[src/fsps_pkg.sv]
// Package of constants for the flash self-program sequencer
package fsps_pkg;
  localparam int          CLK_HZ           = 100_000_000;
  localparam int          ADDR_W           = 16;
  localparam int          WORD_BITS        = 6;
  localparam int          PAGE_WORDS       = 64;
  localparam int          ARM_WINDOW       = 4;
  localparam int          PROG_TIME_US_MIN = 3700;
  localparam int          PROG_TIME_US_MAX = 4500;
  localparam int          PROG_CYCLES      = (PROG_TIME_US_MIN * (CLK_HZ / 1_000_000) + 999) / 1000 * 1000 / 1000;
  localparam int          RC_DIV           = 100;
  localparam int          RC_TICKS_MIN     = (PROG_TIME_US_MIN + 0) ;
  localparam logic [15:0] APP_RESET_ADDR   = 16'h0000;
  localparam logic [15:0] BOOT_RESET_ADDR  = 16'h3800;
  localparam logic [15:0] RWW_LIMIT        = 16'h3800;
  localparam logic [7:0]  LOCK_RESET       = 8'hFF;
  // Register offsets (byte addresses, one word each)
  localparam logic [7:0]  REG_CTRL         = 8'h00;
  localparam logic [7:0]  REG_POINTER      = 8'h04;
  localparam logic [7:0]  REG_DATA         = 8'h08;
  localparam logic [7:0]  REG_STORE        = 8'h0C;
  localparam logic [7:0]  REG_STATUS       = 8'h10;
  localparam logic [7:0]  REG_BUF_READ     = 8'h14;
  localparam logic [7:0]  REG_RESET_VEC    = 8'h18;
  // Control field positions
  localparam int          BIT_ENABLE       = 0;
  localparam int          BIT_ERASE        = 1;
  localparam int          BIT_WRITE        = 2;
  localparam int          BIT_LOCK         = 3;
  localparam int          BIT_REENABLE     = 4;
  localparam int          BIT_BUSY         = 6;
  localparam int          BIT_IRQ_EN       = 7;
  localparam logic [6:0]  CMD_MASK         = 7'h7F;
  localparam logic [6:0]  CMD_LOAD         = 7'h01;
  localparam logic [6:0]  CMD_ERASE        = 7'h03;
  localparam logic [6:0]  CMD_WRITE        = 7'h05;
  localparam logic [6:0]  CMD_LOCK         = 7'h09;
  localparam logic [6:0]  CMD_REENABLE     = 7'h11;
  localparam logic [5:0]  LOCK_FIELD_MASK  = 6'h3F;
  typedef enum logic [1:0] {FSPS_IDLE, FSPS_ARMED, FSPS_BUSY} fsps_state_t;
  typedef enum logic [1:0] {FSPS_OP_ERASE, FSPS_OP_WRITE, FSPS_OP_LOCK} fsps_op_t;
endpackage : fsps_pkg

[src/fsps_rc_timer.sv]
`timescale 1ns/1ps
// Operation timer paced by a divided internal oscillator tick
module fsps_rc_timer #(
  parameter int DIV   = fsps_pkg::RC_DIV,
  parameter int TICKS = fsps_pkg::RC_TICKS_MIN
) (
  input  wire logic i_clk,
  input  wire logic i_reset_n,
  input  wire logic i_start,
  output logic      o_busy,
  output logic      o_done
);
  logic [15:0] div_q;
  logic [15:0] tick_q;
  logic        busy_q;
  logic        done_q;

  always_ff @(posedge i_clk)
  begin
    if (!i_reset_n || !busy_q || div_q == 16'(DIV - 1))
      div_q <= 16'h0000;
    else
      div_q <= div_q + 16'h0001;
  end

  // Counts whole ticks so the time never falls under the minimum
  always_ff @(posedge i_clk)
  begin
    if (!i_reset_n)
    begin
      busy_q <= 1'b0;
      tick_q <= 16'h0000;
      done_q <= 1'b0;
    end
    else
    begin
      done_q <= 1'b0;
      if (i_start && !busy_q)
      begin
        busy_q <= 1'b1;
        tick_q <= 16'h0000;
      end
      else if (busy_q && div_q == 16'(DIV - 1))
      begin
        if (tick_q == 16'(TICKS - 1))
        begin
          busy_q <= 1'b0;
          done_q <= 1'b1;
        end
        else
          tick_q <= tick_q + 16'h0001;
      end
    end
  end

  assign o_busy = busy_q;
  assign o_done = done_q;
endmodule : fsps_rc_timer

[src/fsps_page_buffer.sv]
`timescale 1ns/1ps
// Temporary page buffer with per-word loaded flags
module fsps_page_buffer #(
  parameter int WORDS = fsps_pkg::PAGE_WORDS,
  parameter int AW    = fsps_pkg::WORD_BITS
) (
  input  wire logic          i_clk,
  input  wire logic          i_reset_n,
  input  wire logic          i_clear,
  input  wire logic          i_load,
  input  wire logic [AW-1:0] i_load_addr,
  input  wire logic [15:0]   i_load_data,
  input  wire logic [AW-1:0] i_read_addr,
  output logic      [15:0]   o_read_data,
  output logic               o_any_loaded
);
  logic [15:0]      mem_q [WORDS];
  logic [WORDS-1:0] valid_q;
  logic [15:0]      rd_q;

  always_ff @(posedge i_clk)
  begin
    if (i_load)
      mem_q[i_load_addr] <= i_load_data;
  end

  // Unloaded words read as erased flash
  always_ff @(posedge i_clk)
  begin
    if (!i_reset_n || i_clear)
      valid_q <= '0;
    else if (i_load)
      valid_q[i_load_addr] <= 1'b1;
  end

  always_ff @(posedge i_clk)
  begin
    if (!i_reset_n)
      rd_q <= 16'hFFFF;
    else
      rd_q <= valid_q[i_read_addr] ? mem_q[i_read_addr] : 16'hFFFF;
  end

  assign o_read_data  = rd_q;
  assign o_any_loaded = |valid_q;
endmodule : fsps_page_buffer

[src/fsps_sequencer.sv]
`timescale 1ns/1ps
// Flash self-program sequencer with Wishbone register access
module fsps_sequencer #(
  parameter int RC_DIV = fsps_pkg::RC_DIV,
  parameter int TICKS  = fsps_pkg::RC_TICKS_MIN
) (
  input  wire logic        i_clk,
  input  wire logic        i_reset_n,
  input  wire logic        i_wb_cyc,
  input  wire logic        i_wb_stb,
  input  wire logic        i_wb_we,
  input  wire logic [7:0]  i_wb_adr,
  input  wire logic [3:0]  i_wb_sel,
  input  wire logic [31:0] i_wb_dat,
  output logic      [31:0] o_wb_dat,
  output logic             o_wb_ack,
  input  wire logic        i_boot_vector_select_fuse,
  input  wire logic        i_eeprom_write_busy_flag,
  input  wire logic [15:0] i_fetch_addr,
  output logic      [15:0] o_reset_vector,
  output logic             o_rww_read_blocked,
  output logic             o_rww_fetch_fault,
  output logic             o_cpu_halt,
  output logic             o_spm_irq,
  output logic      [7:0]  o_lock_bits,
  output logic             o_flash_erase_stb,
  output logic             o_flash_write_stb,
  output logic      [15:0] o_flash_page_addr
);
  fsps_pkg::fsps_state_t state_q;
  fsps_pkg::fsps_op_t    op_q;
  logic [6:0]  cmd_q;
  logic        irq_en_q;
  logic        busy_flag_q;
  logic [1:0]  arm_cnt_q;
  logic [15:0] pointer_q;
  logic [15:0] data_q;
  logic [15:0] op_addr_q;
  logic        halt_q;
  logic [7:0]  lock_q;
  logic [15:0] reset_vec_q;
  logic        fuse_s1_q;
  logic        fuse_s2_q;
  logic        ee_s1_q;
  logic        ee_s2_q;
  logic        ack_q;
  logic [31:0] rdat_q;
  logic        erase_stb_q;
  logic        write_stb_q;
  logic        timer_busy;
  logic        timer_done;
  logic [15:0] buf_word;
  logic        buf_any;
  logic        wb_req;
  logic        wr_ctrl;
  logic        store;
  logic        do_load;
  logic        do_start;
  logic        buf_clear;

  function automatic logic in_rww(input logic [15:0] a);
    in_rww = a < fsps_pkg::RWW_LIMIT;
  endfunction : in_rww

  function automatic logic [5:0] word_of(input logic [15:0] a);
    word_of = a[fsps_pkg::WORD_BITS:1];
  endfunction : word_of

  // Fuse and EEPROM busy pins pass two flops before any use
  always_ff @(posedge i_clk)
  begin
    fuse_s1_q <= i_boot_vector_select_fuse;
    fuse_s2_q <= fuse_s1_q;
    ee_s1_q   <= i_eeprom_write_busy_flag;
    ee_s2_q   <= ee_s1_q;
  end

  // Fuse is an input only; no register writes it
  always_ff @(posedge i_clk)
  begin
    if (!i_reset_n)
      reset_vec_q <= fsps_pkg::APP_RESET_ADDR;
    else
      reset_vec_q <= fuse_s2_q ? fsps_pkg::APP_RESET_ADDR : fsps_pkg::BOOT_RESET_ADDR;
  end

  assign wb_req  = i_wb_cyc && i_wb_stb && !ack_q;
  assign wr_ctrl = wb_req && i_wb_we && i_wb_sel[0] && i_wb_adr == fsps_pkg::REG_CTRL;
  assign store   = wb_req && i_wb_we && i_wb_adr == fsps_pkg::REG_STORE;
  assign do_load  = store && state_q == fsps_pkg::FSPS_ARMED && cmd_q == fsps_pkg::CMD_LOAD;
  assign do_start = store && state_q == fsps_pkg::FSPS_ARMED &&
                    (cmd_q == fsps_pkg::CMD_ERASE || cmd_q == fsps_pkg::CMD_WRITE ||
                     cmd_q == fsps_pkg::CMD_LOCK);
  // Clear on write done, reenable, or EEPROM write mid-load
  assign buf_clear = (timer_done && op_q == fsps_pkg::FSPS_OP_WRITE) ||
                     (store && state_q == fsps_pkg::FSPS_ARMED && cmd_q == fsps_pkg::CMD_REENABLE) ||
                     (ee_s2_q && buf_any);

  always_ff @(posedge i_clk)
  begin
    if (!i_reset_n)
    begin
      state_q   <= fsps_pkg::FSPS_IDLE;
      cmd_q     <= 7'h00;
      arm_cnt_q <= 2'h0;
      op_q      <= fsps_pkg::FSPS_OP_ERASE;
    end
    else
    begin
      case (state_q)
        fsps_pkg::FSPS_IDLE:
        begin
          // Arming rejected while EEPROM busy; irq_en_q still written
          if (wr_ctrl && !ee_s2_q && i_wb_dat[fsps_pkg::BIT_ENABLE])
          begin
            state_q   <= fsps_pkg::FSPS_ARMED;
            cmd_q     <= i_wb_dat[6:0] & fsps_pkg::CMD_MASK;
            arm_cnt_q <= 2'h0;
          end
        end
        fsps_pkg::FSPS_ARMED:
        begin
          if (do_start)
          begin
            state_q <= fsps_pkg::FSPS_BUSY;
            op_q    <= cmd_q == fsps_pkg::CMD_ERASE ? fsps_pkg::FSPS_OP_ERASE :
                       cmd_q == fsps_pkg::CMD_WRITE ? fsps_pkg::FSPS_OP_WRITE : fsps_pkg::FSPS_OP_LOCK;
          end
          else if (store || arm_cnt_q == 2'(fsps_pkg::ARM_WINDOW - 1))
          begin
            state_q <= fsps_pkg::FSPS_IDLE;
            cmd_q   <= 7'h00;
          end
          else
            arm_cnt_q <= arm_cnt_q + 2'h1;
        end
        fsps_pkg::FSPS_BUSY:
        begin
          if (timer_done)
          begin
            state_q <= fsps_pkg::FSPS_IDLE;
            cmd_q   <= 7'h00;
          end
        end
        default:
          state_q <= fsps_pkg::FSPS_IDLE;
      endcase
    end
  end

  // Address captured at start; later pointer writes have no effect
  always_ff @(posedge i_clk)
  begin
    if (!i_reset_n)
      op_addr_q <= 16'h0000;
    else if (do_start && cmd_q != fsps_pkg::CMD_LOCK)
      op_addr_q <= {pointer_q[15:fsps_pkg::WORD_BITS + 1], {(fsps_pkg::WORD_BITS + 1){1'b0}}};
  end

  always_ff @(posedge i_clk)
  begin
    if (!i_reset_n)
      halt_q <= 1'b0;
    else if (do_start)
      halt_q <= cmd_q != fsps_pkg::CMD_LOCK && !in_rww(pointer_q);
    else if (timer_done)
      halt_q <= 1'b0;
  end

  // Busy set by erase or write only; reenable clears when idle
  always_ff @(posedge i_clk)
  begin
    if (!i_reset_n)
      busy_flag_q <= 1'b0;
    else if (do_start && cmd_q != fsps_pkg::CMD_LOCK)
      busy_flag_q <= 1'b1;
    else if (store && state_q == fsps_pkg::FSPS_ARMED && cmd_q == fsps_pkg::CMD_REENABLE)
      busy_flag_q <= 1'b0;
  end

  // Pointer bits ignored for lock set
  always_ff @(posedge i_clk)
  begin
    if (!i_reset_n)
      lock_q <= fsps_pkg::LOCK_RESET;
    else if (do_start && cmd_q == fsps_pkg::CMD_LOCK)
      lock_q[5:0] <= lock_q[5:0] & (data_q[5:0] | ~fsps_pkg::LOCK_FIELD_MASK);
  end

  always_ff @(posedge i_clk)
  begin
    if (!i_reset_n)
    begin
      pointer_q <= 16'h0000;
      data_q    <= 16'h0000;
      irq_en_q  <= 1'b0;
    end
    else if (wb_req && i_wb_we)
    begin
      if (i_wb_adr == fsps_pkg::REG_POINTER)
        pointer_q <= i_wb_dat[15:0];
      else if (i_wb_adr == fsps_pkg::REG_DATA)
        data_q <= i_wb_dat[15:0];
      else if (i_wb_adr == fsps_pkg::REG_CTRL && i_wb_sel[0])
        irq_en_q <= i_wb_dat[fsps_pkg::BIT_IRQ_EN];
    end
  end

  always_ff @(posedge i_clk)
  begin
    if (!i_reset_n)
    begin
      erase_stb_q <= 1'b0;
      write_stb_q <= 1'b0;
    end
    else
    begin
      erase_stb_q <= timer_done && op_q == fsps_pkg::FSPS_OP_ERASE;
      write_stb_q <= timer_done && op_q == fsps_pkg::FSPS_OP_WRITE;
    end
  end

  // One-cycle ack; unmapped reads return zero
  always_ff @(posedge i_clk)
  begin
    if (!i_reset_n)
    begin
      ack_q  <= 1'b0;
      rdat_q <= 32'h00000000;
    end
    else
    begin
      ack_q  <= wb_req;
      rdat_q <= 32'h00000000;
      if (wb_req && !i_wb_we)
      begin
        if (i_wb_adr == fsps_pkg::REG_CTRL)
          rdat_q <= {24'h000000, irq_en_q, busy_flag_q, 6'h00} |
                    {25'h0000000, cmd_q & {7{state_q != fsps_pkg::FSPS_IDLE}}};
        else if (i_wb_adr == fsps_pkg::REG_POINTER)
          rdat_q <= {16'h0000, pointer_q};
        else if (i_wb_adr == fsps_pkg::REG_DATA)
          rdat_q <= {16'h0000, data_q};
        else if (i_wb_adr == fsps_pkg::REG_STATUS)
          rdat_q <= {24'h000000, lock_q};
        else if (i_wb_adr == fsps_pkg::REG_BUF_READ)
          rdat_q <= {24'h000000, pointer_q[0] ? buf_word[15:8] : buf_word[7:0]};
        else if (i_wb_adr == fsps_pkg::REG_RESET_VEC)
          rdat_q <= {16'h0000, reset_vec_q};
      end
    end
  end

  fsps_rc_timer #(
    .DIV   (RC_DIV),
    .TICKS (TICKS)
  ) u_timer (
    .i_clk     (i_clk),
    .i_reset_n (i_reset_n),
    .i_start   (do_start),
    .o_busy    (timer_busy),
    .o_done    (timer_done)
  );

  // Random word order accepted
  fsps_page_buffer u_buf (
    .i_clk        (i_clk),
    .i_reset_n    (i_reset_n),
    .i_clear      (buf_clear),
    .i_load       (do_load),
    .i_load_addr  (word_of(pointer_q)),
    .i_load_data  (data_q),
    .i_read_addr  (word_of(pointer_q)),
    .o_read_data  (buf_word),
    .o_any_loaded (buf_any)
  );

  assign o_wb_dat           = rdat_q;
  assign o_wb_ack           = ack_q;
  assign o_reset_vector     = reset_vec_q;
  assign o_rww_read_blocked = busy_flag_q;
  assign o_rww_fetch_fault  = busy_flag_q && in_rww(i_fetch_addr);
  assign o_cpu_halt         = halt_q && timer_busy;
  assign o_spm_irq          = irq_en_q && state_q == fsps_pkg::FSPS_IDLE;
  assign o_lock_bits        = lock_q;
  assign o_flash_erase_stb  = erase_stb_q;
  assign o_flash_write_stb  = write_stb_q;
  assign o_flash_page_addr  = op_addr_q;
endmodule : fsps_sequencer

[config.mk]
export PLATFORM = sky130hd
export DESIGN_NAME = fsps_sequencer
export DESIGN_NICKNAME = d
export VERILOG_FILES = /design/src/fsps_pkg.sv /design/src/fsps_rc_timer.sv /design/src/fsps_page_buffer.sv /design/src/fsps_sequencer.sv
export SDC_FILE = /design/constraint.sdc
export NUM_CORES = 1
export LEC_CHECK = 0
export BUFFER_PORTS_ARGS = -buffer_cell sky130_fd_sc_hd__buf_2
export CAP_MARGIN = 20
export CORE_UTILIZATION = 50
export CTS_CLUSTER_SIZE = 28
export DETAILED_ROUTE_END_ITERATION = 7
export PLACE_DENSITY = 0.62
export SYNTH_ARGS = -nofsm -noshare
export SYNTH_HDL_FRONTEND = slang
export SYNTH_SLANG_ARGS = --single-unit
[constraint.sdc]
create_clock -name i_clk -period 10.05 [get_ports i_clk]
set_input_delay 0.5025 -clock i_clk [delete_from_list [all_inputs] [get_ports i_clk]]
set_output_delay 0.5025 -clock i_clk [all_outputs]
set_load 0.005 [all_outputs]
Word-level counts from Yosys, hierarchy flattened

Memory sizes are Yosys's and may differ from the RTL's. A register that Yosys moved wholly into a read port is not among the register bits.
Index checks and enable logic that the tools add are counted.

Register bits: 216
RAM bits: 1024
Bits of input ports: 67
Word-level logic and storage cells: 169
Memories kept: 1

$add $sub $neg: 3
Order comparisons: 4
Equal/unequal tests: 24
Muxes and demuxes: 38
Bitwise operators: 9
Reduce and logical (&&, ||, !) cells: 65

Memory list:

| name        | words | width | rd ports | clocked after Yosys merged registers in | wr ports | RTL line               | RTL |
|---|---|---|---|---|---|---|---|
| u_buf.mem_q | 64    | 16    | 1        | 1                                       | 1        | fsps_page_buffer.sv:17 | `logic [15:0] mem_q [WORDS];` |

Operators by type and width:

| operator                                                                        | count |
|---|---|
| 16-bit 2-to-1 mux                                                               | 6 |
| 64-bit bitwise OR                                                               | 1 |
| 64-bit OR reduction                                                             | 1 |
| 16-bit by 1-bit adder with 16-bit output (second input constant)                | 2 |
| 16-bit by 14-bit less-than comparator with 1-bit output (second input constant) | 2 |
| 7-bit 2-to-1 mux                                                                | 4 |
| 1-bit logical AND                                                               | 26 |
| 8-bit by 5-bit == test with 1-bit output (second input constant)                | 3 |
| 7-bit case mux with 3 select lines                                              | 1 |
| 2-bit 2-to-1 mux                                                                | 9 |
| 16-bit by 12-bit == test with 1-bit output (second input constant)              | 1 |
| 16-bit by 7-bit == test with 1-bit output (second input constant)               | 1 |
| 8-bit by 4-bit == test with 1-bit output (second input constant)                | 2 |
| 14-bit 2-to-1 mux                                                               | 1 |
| 1-bit 2-to-1 mux                                                                | 12 |
| 2-bit AND reduction                                                             | 6 |
| 2-bit nonzero test                                                              | 6 |
| 8-bit by 3-bit == test with 1-bit output (second input constant)                | 1 |
| 8-bit zero test                                                                 | 1 |
| 1-bit logical OR                                                                | 8 |
| 8-bit 2-to-1 mux                                                                | 1 |
| 8-bit by 7-bit bitwise OR with 8-bit output                                     | 1 |
| 4-bit AND reduction                                                             | 2 |
| 7-bit bitwise AND                                                               | 1 |
| 27 further kinds                                                                | 44 |

Longest topological paths before layout

Word-level depth: 9
Depth in mapped cells: 12

Cells and area by module

Synthesis repeated with hierarchy kept, for this count alone.

Cell total of the unflattened synthesis: 2606
Area total of the unflattened synthesis: 47494.3 um2

By module, submodules not included:

| module           | times used | cells each | area an instance (um2) |
|---|---|---|---|
| fsps_page_buffer | 1          | 1934       | 41800.1 |
| fsps_sequencer   | 1          | 496        | 4145.2 |
| fsps_rc_timer    | 1          | 176        | 1549.0 |

Least setup slack after synthesis

No wires, ideal clock.

Path kind: input to register
Start: input port i_wb_adr[1]
End: memory u_buf.mem_q[33][0] (enable)
Library setup time: 412 ps
Arrival: 3031 ps
Path slack: 6607 ps
Stages on the path: 6
Path buffers: 1
Cells stage by stage: or4_4 > nor3_4 > and4_1 > buf_4 > nand3_1 > nor3_1

Cells in the longest elaborated chain, start to end: 6

RTL lines:

| element                                  | RTL line               | RTL |
|---|---|---|
| start, declared                          | fsps_sequencer.sv:12   | `input wire logic [7:0] i_wb_adr,` |
| 8-bit by 4-bit == test with 1-bit output | fsps_sequencer.sv:89   | `assign store = wb_req && i_wb_we && i_wb_adr == fsps_pkg::REG_STORE;` |
| 1-bit logical AND                        | fsps_sequencer.sv:89   |  |
| 1-bit logical AND (2 in a row)           | fsps_sequencer.sv:90   | `assign do_load = store && state_q == fsps_pkg::FSPS_ARMED && cmd_q == fsps_pkg::CMD_LOAD;` |
| 1-bit 2-to-1 mux                         | fsps_page_buffer.sv:23 | `if (i_load)` |
| 1-bit 2-to-1 mux (implied by the code)   | fsps_page_buffer.sv:24 | `mem_q[i_load_addr] <= i_load_data;` |
| end, declared                            | fsps_page_buffer.sv:17 |  |

No other way between the ends.

Final worst setup path

Start: register pointer_q[1]
End: register u_buf.rd_q[2] (netlist: u_buf.o_read_data[2]) (read register of u_buf.mem_q)

Cells in the longest elaborated chain, start to end: 4

RTL lines:

| element                                   | RTL line               | RTL |
|---|---|---|
| start, declared                           | fsps_sequencer.sv:36   | `logic [15:0] pointer_q;` |
| start signal, assigned                    | fsps_sequencer.sv:201  | `pointer_q <= i_wb_dat[15:0];` |
| 1-bit binary-select mux with 6-bit select | fsps_page_buffer.sv:41 | `rd_q <= valid_q[i_read_addr] ? mem_q[i_read_addr] : 16'hFFFF;` |
| 1-bit 2-to-1 mux (implied by the code)    | fsps_page_buffer.sv:41 |  |
| 2-bit AND reduction (no source line)      | -                      |  |
| 1-bit zero test (no source line)          | -                      |  |
| end, declared                             | fsps_page_buffer.sv:19 | `logic [15:0] rd_q;` |

Several ways; a longest one is shown, not always the timed one. The select of a mux whose other input is x is not followed.
A chain may end at the register's enable or synchronous reset.

==> run_results.csv <==
group,metric,value,unit
status,status,"finished, final reports clean",
power,pwr-share-comb,0.5,%
power,power.share.sequential,54.5,%
power,switching_share,19.55,%
grt,grt_max_degree,92,
cts,path_clk_slew,0.06,ns
route,wirelength,149300,um
grt,grt-ovfl-total,0,
cts,clock_latency,0.73,ns
synthesis,synth_area_leaders,"edfxtp_1 (64%), dfxtp_1 (8.4%), mux4_2 (4.5%)",
sta,period_needed,4.551,ns
layout,diodes,0,
layout,post-route-util,56.93,%
sta,skew,0.03289,ns
power,powerDensity,183.6,mW/mm^2
critical_path,worstSetupStartpointType,"register",
grt,grt.total_usage,30.45,%
floorplan,dieArea,0.09738,mm^2
place,gp_congestion,1.004,
critical_path,crit_start,"pointer_q[1]",
grt,antenna_found_initial,4,
critical_path,worst_setup_path_end_kind,"register",
floorplan,start_util,50.52,%
layout,finish.net_count,3232,
worst_hold_path,min_path_type,"input port to register",
critical_path,crit_path_top_delay_cell,"o21ai_0",
synthesis,synth.top_cell.area_share,63.97,%
grt,grt_pass1_vias,28279,
critical_path,cp_common_cell,"buf_4",
synthesis,post-synth-top-area-cell,"edfxtp_1",
cts,cts_tree,"yes",
power,p_switching,0.001945,W
cts,h-tree-depth,3,
sta,min_period_over_period,45.28,%
power,p_leak,19.71,nW
job,cap_violations,0,
power,vdd_drop_max,0.1681,mV
sta,setup_violations,0,
critical_path,slowest_delay,0.79,ns
synthesis,synthFlopType,"edfxtp_1",
layout,final_layout_size_suffix_gt1_share,20.50,%
worst_hold_path,hold_path.startpoint,"i_wb_dat[15]",
route,first_pass_iters,6,
grt,grt_first_pass_wirelength,211300,um
route,num_vias,29601,
synthesis,synth_edf_count,1024,
synthesis,synth-seq-area-share,72.34,%
sta,final_max_slew_viol_count,0,
synthesis,async_reset_ff_share,0,%
floorplan,rows,113,
critical_path,path_class,"register to register",
cts,cts_buffer_depth,3,
floorplan,fp.dieH,312.1,um
floorplan,ioPinCount,146,
sta,hold_viol_final,0,
sta,max_freq,219.7,MHz
cts,cts_buffers,120,
place,hpwl,88610,um
synthesis,ys_ff_latch,1225,
synthesis,avgSynthCellArea,15.96,um^2
critical_path,cp.arrival,5.15,ns
sta,rsz0062_at_grt,"no",
route,wl_per_cell,32.96,um
place,io_buffers,77,
power,clkPwrFrac,45.0,%
route,ant_nets,0,
synthesis,synth_warnings,0,
cts,numClockSinks,1225,
sta,max_slew_margin,31.24,%
critical_path,r2r-start,"pointer_q[1]",
route,drt_iter0_drc,4202,
synthesis,synthCells,3012,
critical_path,crit_fanout,46,
floorplan,core-area,0.09515,mm^2
synthesis,yosys.cell_types.count,88,
critical_path,path_cells,"buf_4 -> buf_4 -> nor2_4 -> buf_4 -> a221oi_1 -> nor2_1 -> o21ai_0 -> and4_1 -> nand4_1",
sta,tns,0,ns
critical_path,worstPathRequired,10.65,ns
layout,area_growth,12.69,%
floorplan,die_x,312.1,um
route,via_per_inst,6.537,
route,drc,0,
cts,clock-root-buffer,"clkbuf_16",
sta,worst_pin_slew,1.022,ns
synthesis,syn_area,0.04807,mm^2
power,intPower,0.008003,W
critical path, delay by kind of cell (launching register included):
kind | cells | cell delay, ns
buffers and inverters | 3 | 1.66
AOI/OAI and AO/OA | 2 | 1.14
and+or+nand+nor | 4 | 0.87
DFF | 1 | 0.60
cell type report:
type | count | area [um^2]
Fill cell | 7437 | 40980
Clock buffer | 166 | 3327
Clock inverter | 61 | 599.3
Multi-Input combinational cell | 1579 | 12240
Sequential cell | 1225 | 34800
Tap cell | 1265 | 1583
Inverter | 15 | 56.30
Timing Repair Buffer | 217 | 1554
registers in the layout, summed over array words and instances, names as in the netlist, 6 cells and up:
| signal | flops |
|---|---|
| cmd_q | 7 |
| data_q | 16 |
| o_flash_page_addr | 9 |
| o_lock_bits | 6 |
| o_wb_dat | 16 |
| pointer_q | 16 |
| u_buf.mem_q | 1024 |
| u_buf.o_read_data | 16 |
| u_buf.valid_q | 64 |
| u_timer.div_q | 16 |
| u_timer.tick_q | 16 |
stage by stage:
step	hold WS [ns]	total power [W]	cells	setup WS, ns	cell area (um^2)
global route	0.03909	0.01016	4528	5.260	54170
CTS	0.004474	0.009988	4525	5.646	54120
detailed placement	0.3179	0.005577	4295	5.656	50170
finish	0.03202	0.009947	4528	5.499	54170
global placement	0.3151	0.005576	4290	5.727	50070
floorplan	0.3096	0.005569	3048	6.607	48200
logic make-up (layout without fill, tap and decap cells):
logic type	after synthesis	in the layout	synth area share, %
AND/OR/NAND/NOR	598	598	6.008
multiplexers	278	278	8.580
other	2	38	0.01562
flip-flops	1225	1225	72.34
AO/OA/AOI/OAI	629	629	9.441
buffers and inverters	244	459	2.902
XOR/XNOR	29	29	0.5284
adder cells (fa/ha/maj)	7	7	0.1822
repair_timing:
item | 4_1_cts | 5_1_grt
buffers inserted | 0 | 0
gates resized for setup | 0 | 0
hold endpoints to repair | 3 | 0
hold buffers | 3 | 0
placed cells by master, fill, tap and decap left out, types with 33 or more instances in the layout:
cell / n
mux2_2: 83
nand3_1: 50
conb_1: 38
buf_4: 127
buf_2: 77
nor2_1: 129
clkbuf_1: 33
mux4_2: 95
a21oi_1: 118
nand2_1: 196
clkbuf_16: 124
o22ai_1: 46
edfxtp_1: 1024
o21a_1: 68
nor2_2: 34
a22oi_1: 102
a221oi_1: 99
o21ai_0: 60
mux2i_1: 97
dfxtp_1: 182
cell usage after synthesis (all sizes together), types with 71 or more instances:
master,n
a21oi,118
mux4,98
nand2,196
mux2,83
nor2,165
dfxtp,201
clkbuf,71
a22oi,102
mux2i,97
buf,158
a221oi,99
edfxtp,1024
layer usage:
metal | GRT usage [%] | vias to the layer above | wire length (um)
li1 | - | 12213 | -
met1 | 42.45 | 15281 | 59060
met2 | 47.16 | 1767 | 68770
met3 | 5.693 | 336 | 14330
met4 | 13.00 | 4 | 7074
met5 | 0 | - | 30
power groups by stage:
stage	clock (W)	combinational (W)	sequential [W]
floorplan	0	0.0000367	0.00553
detailed placement	0	0.0000441	0.00553
global placement	0	0.0000433	0.00553
CTS	0.00452	0.0000452	0.00542
global route	0.00469	0.0000494	0.00542
finish	0.00448	0.0000464	0.00542
final timing paths:
check | to | slack (ns) | cells after the start
worst max-delay path | u_buf.o_read_data[2] | 5.50 | 9
worst max register to register | u_buf.o_read_data[2] | 5.50 | 9
worst min-delay path | data_q[15] | 0.03 | 3
worst min register to register | ee_s2_q | 0.33 | 0
No activity file was read; power rests on OpenSTA's default activity.
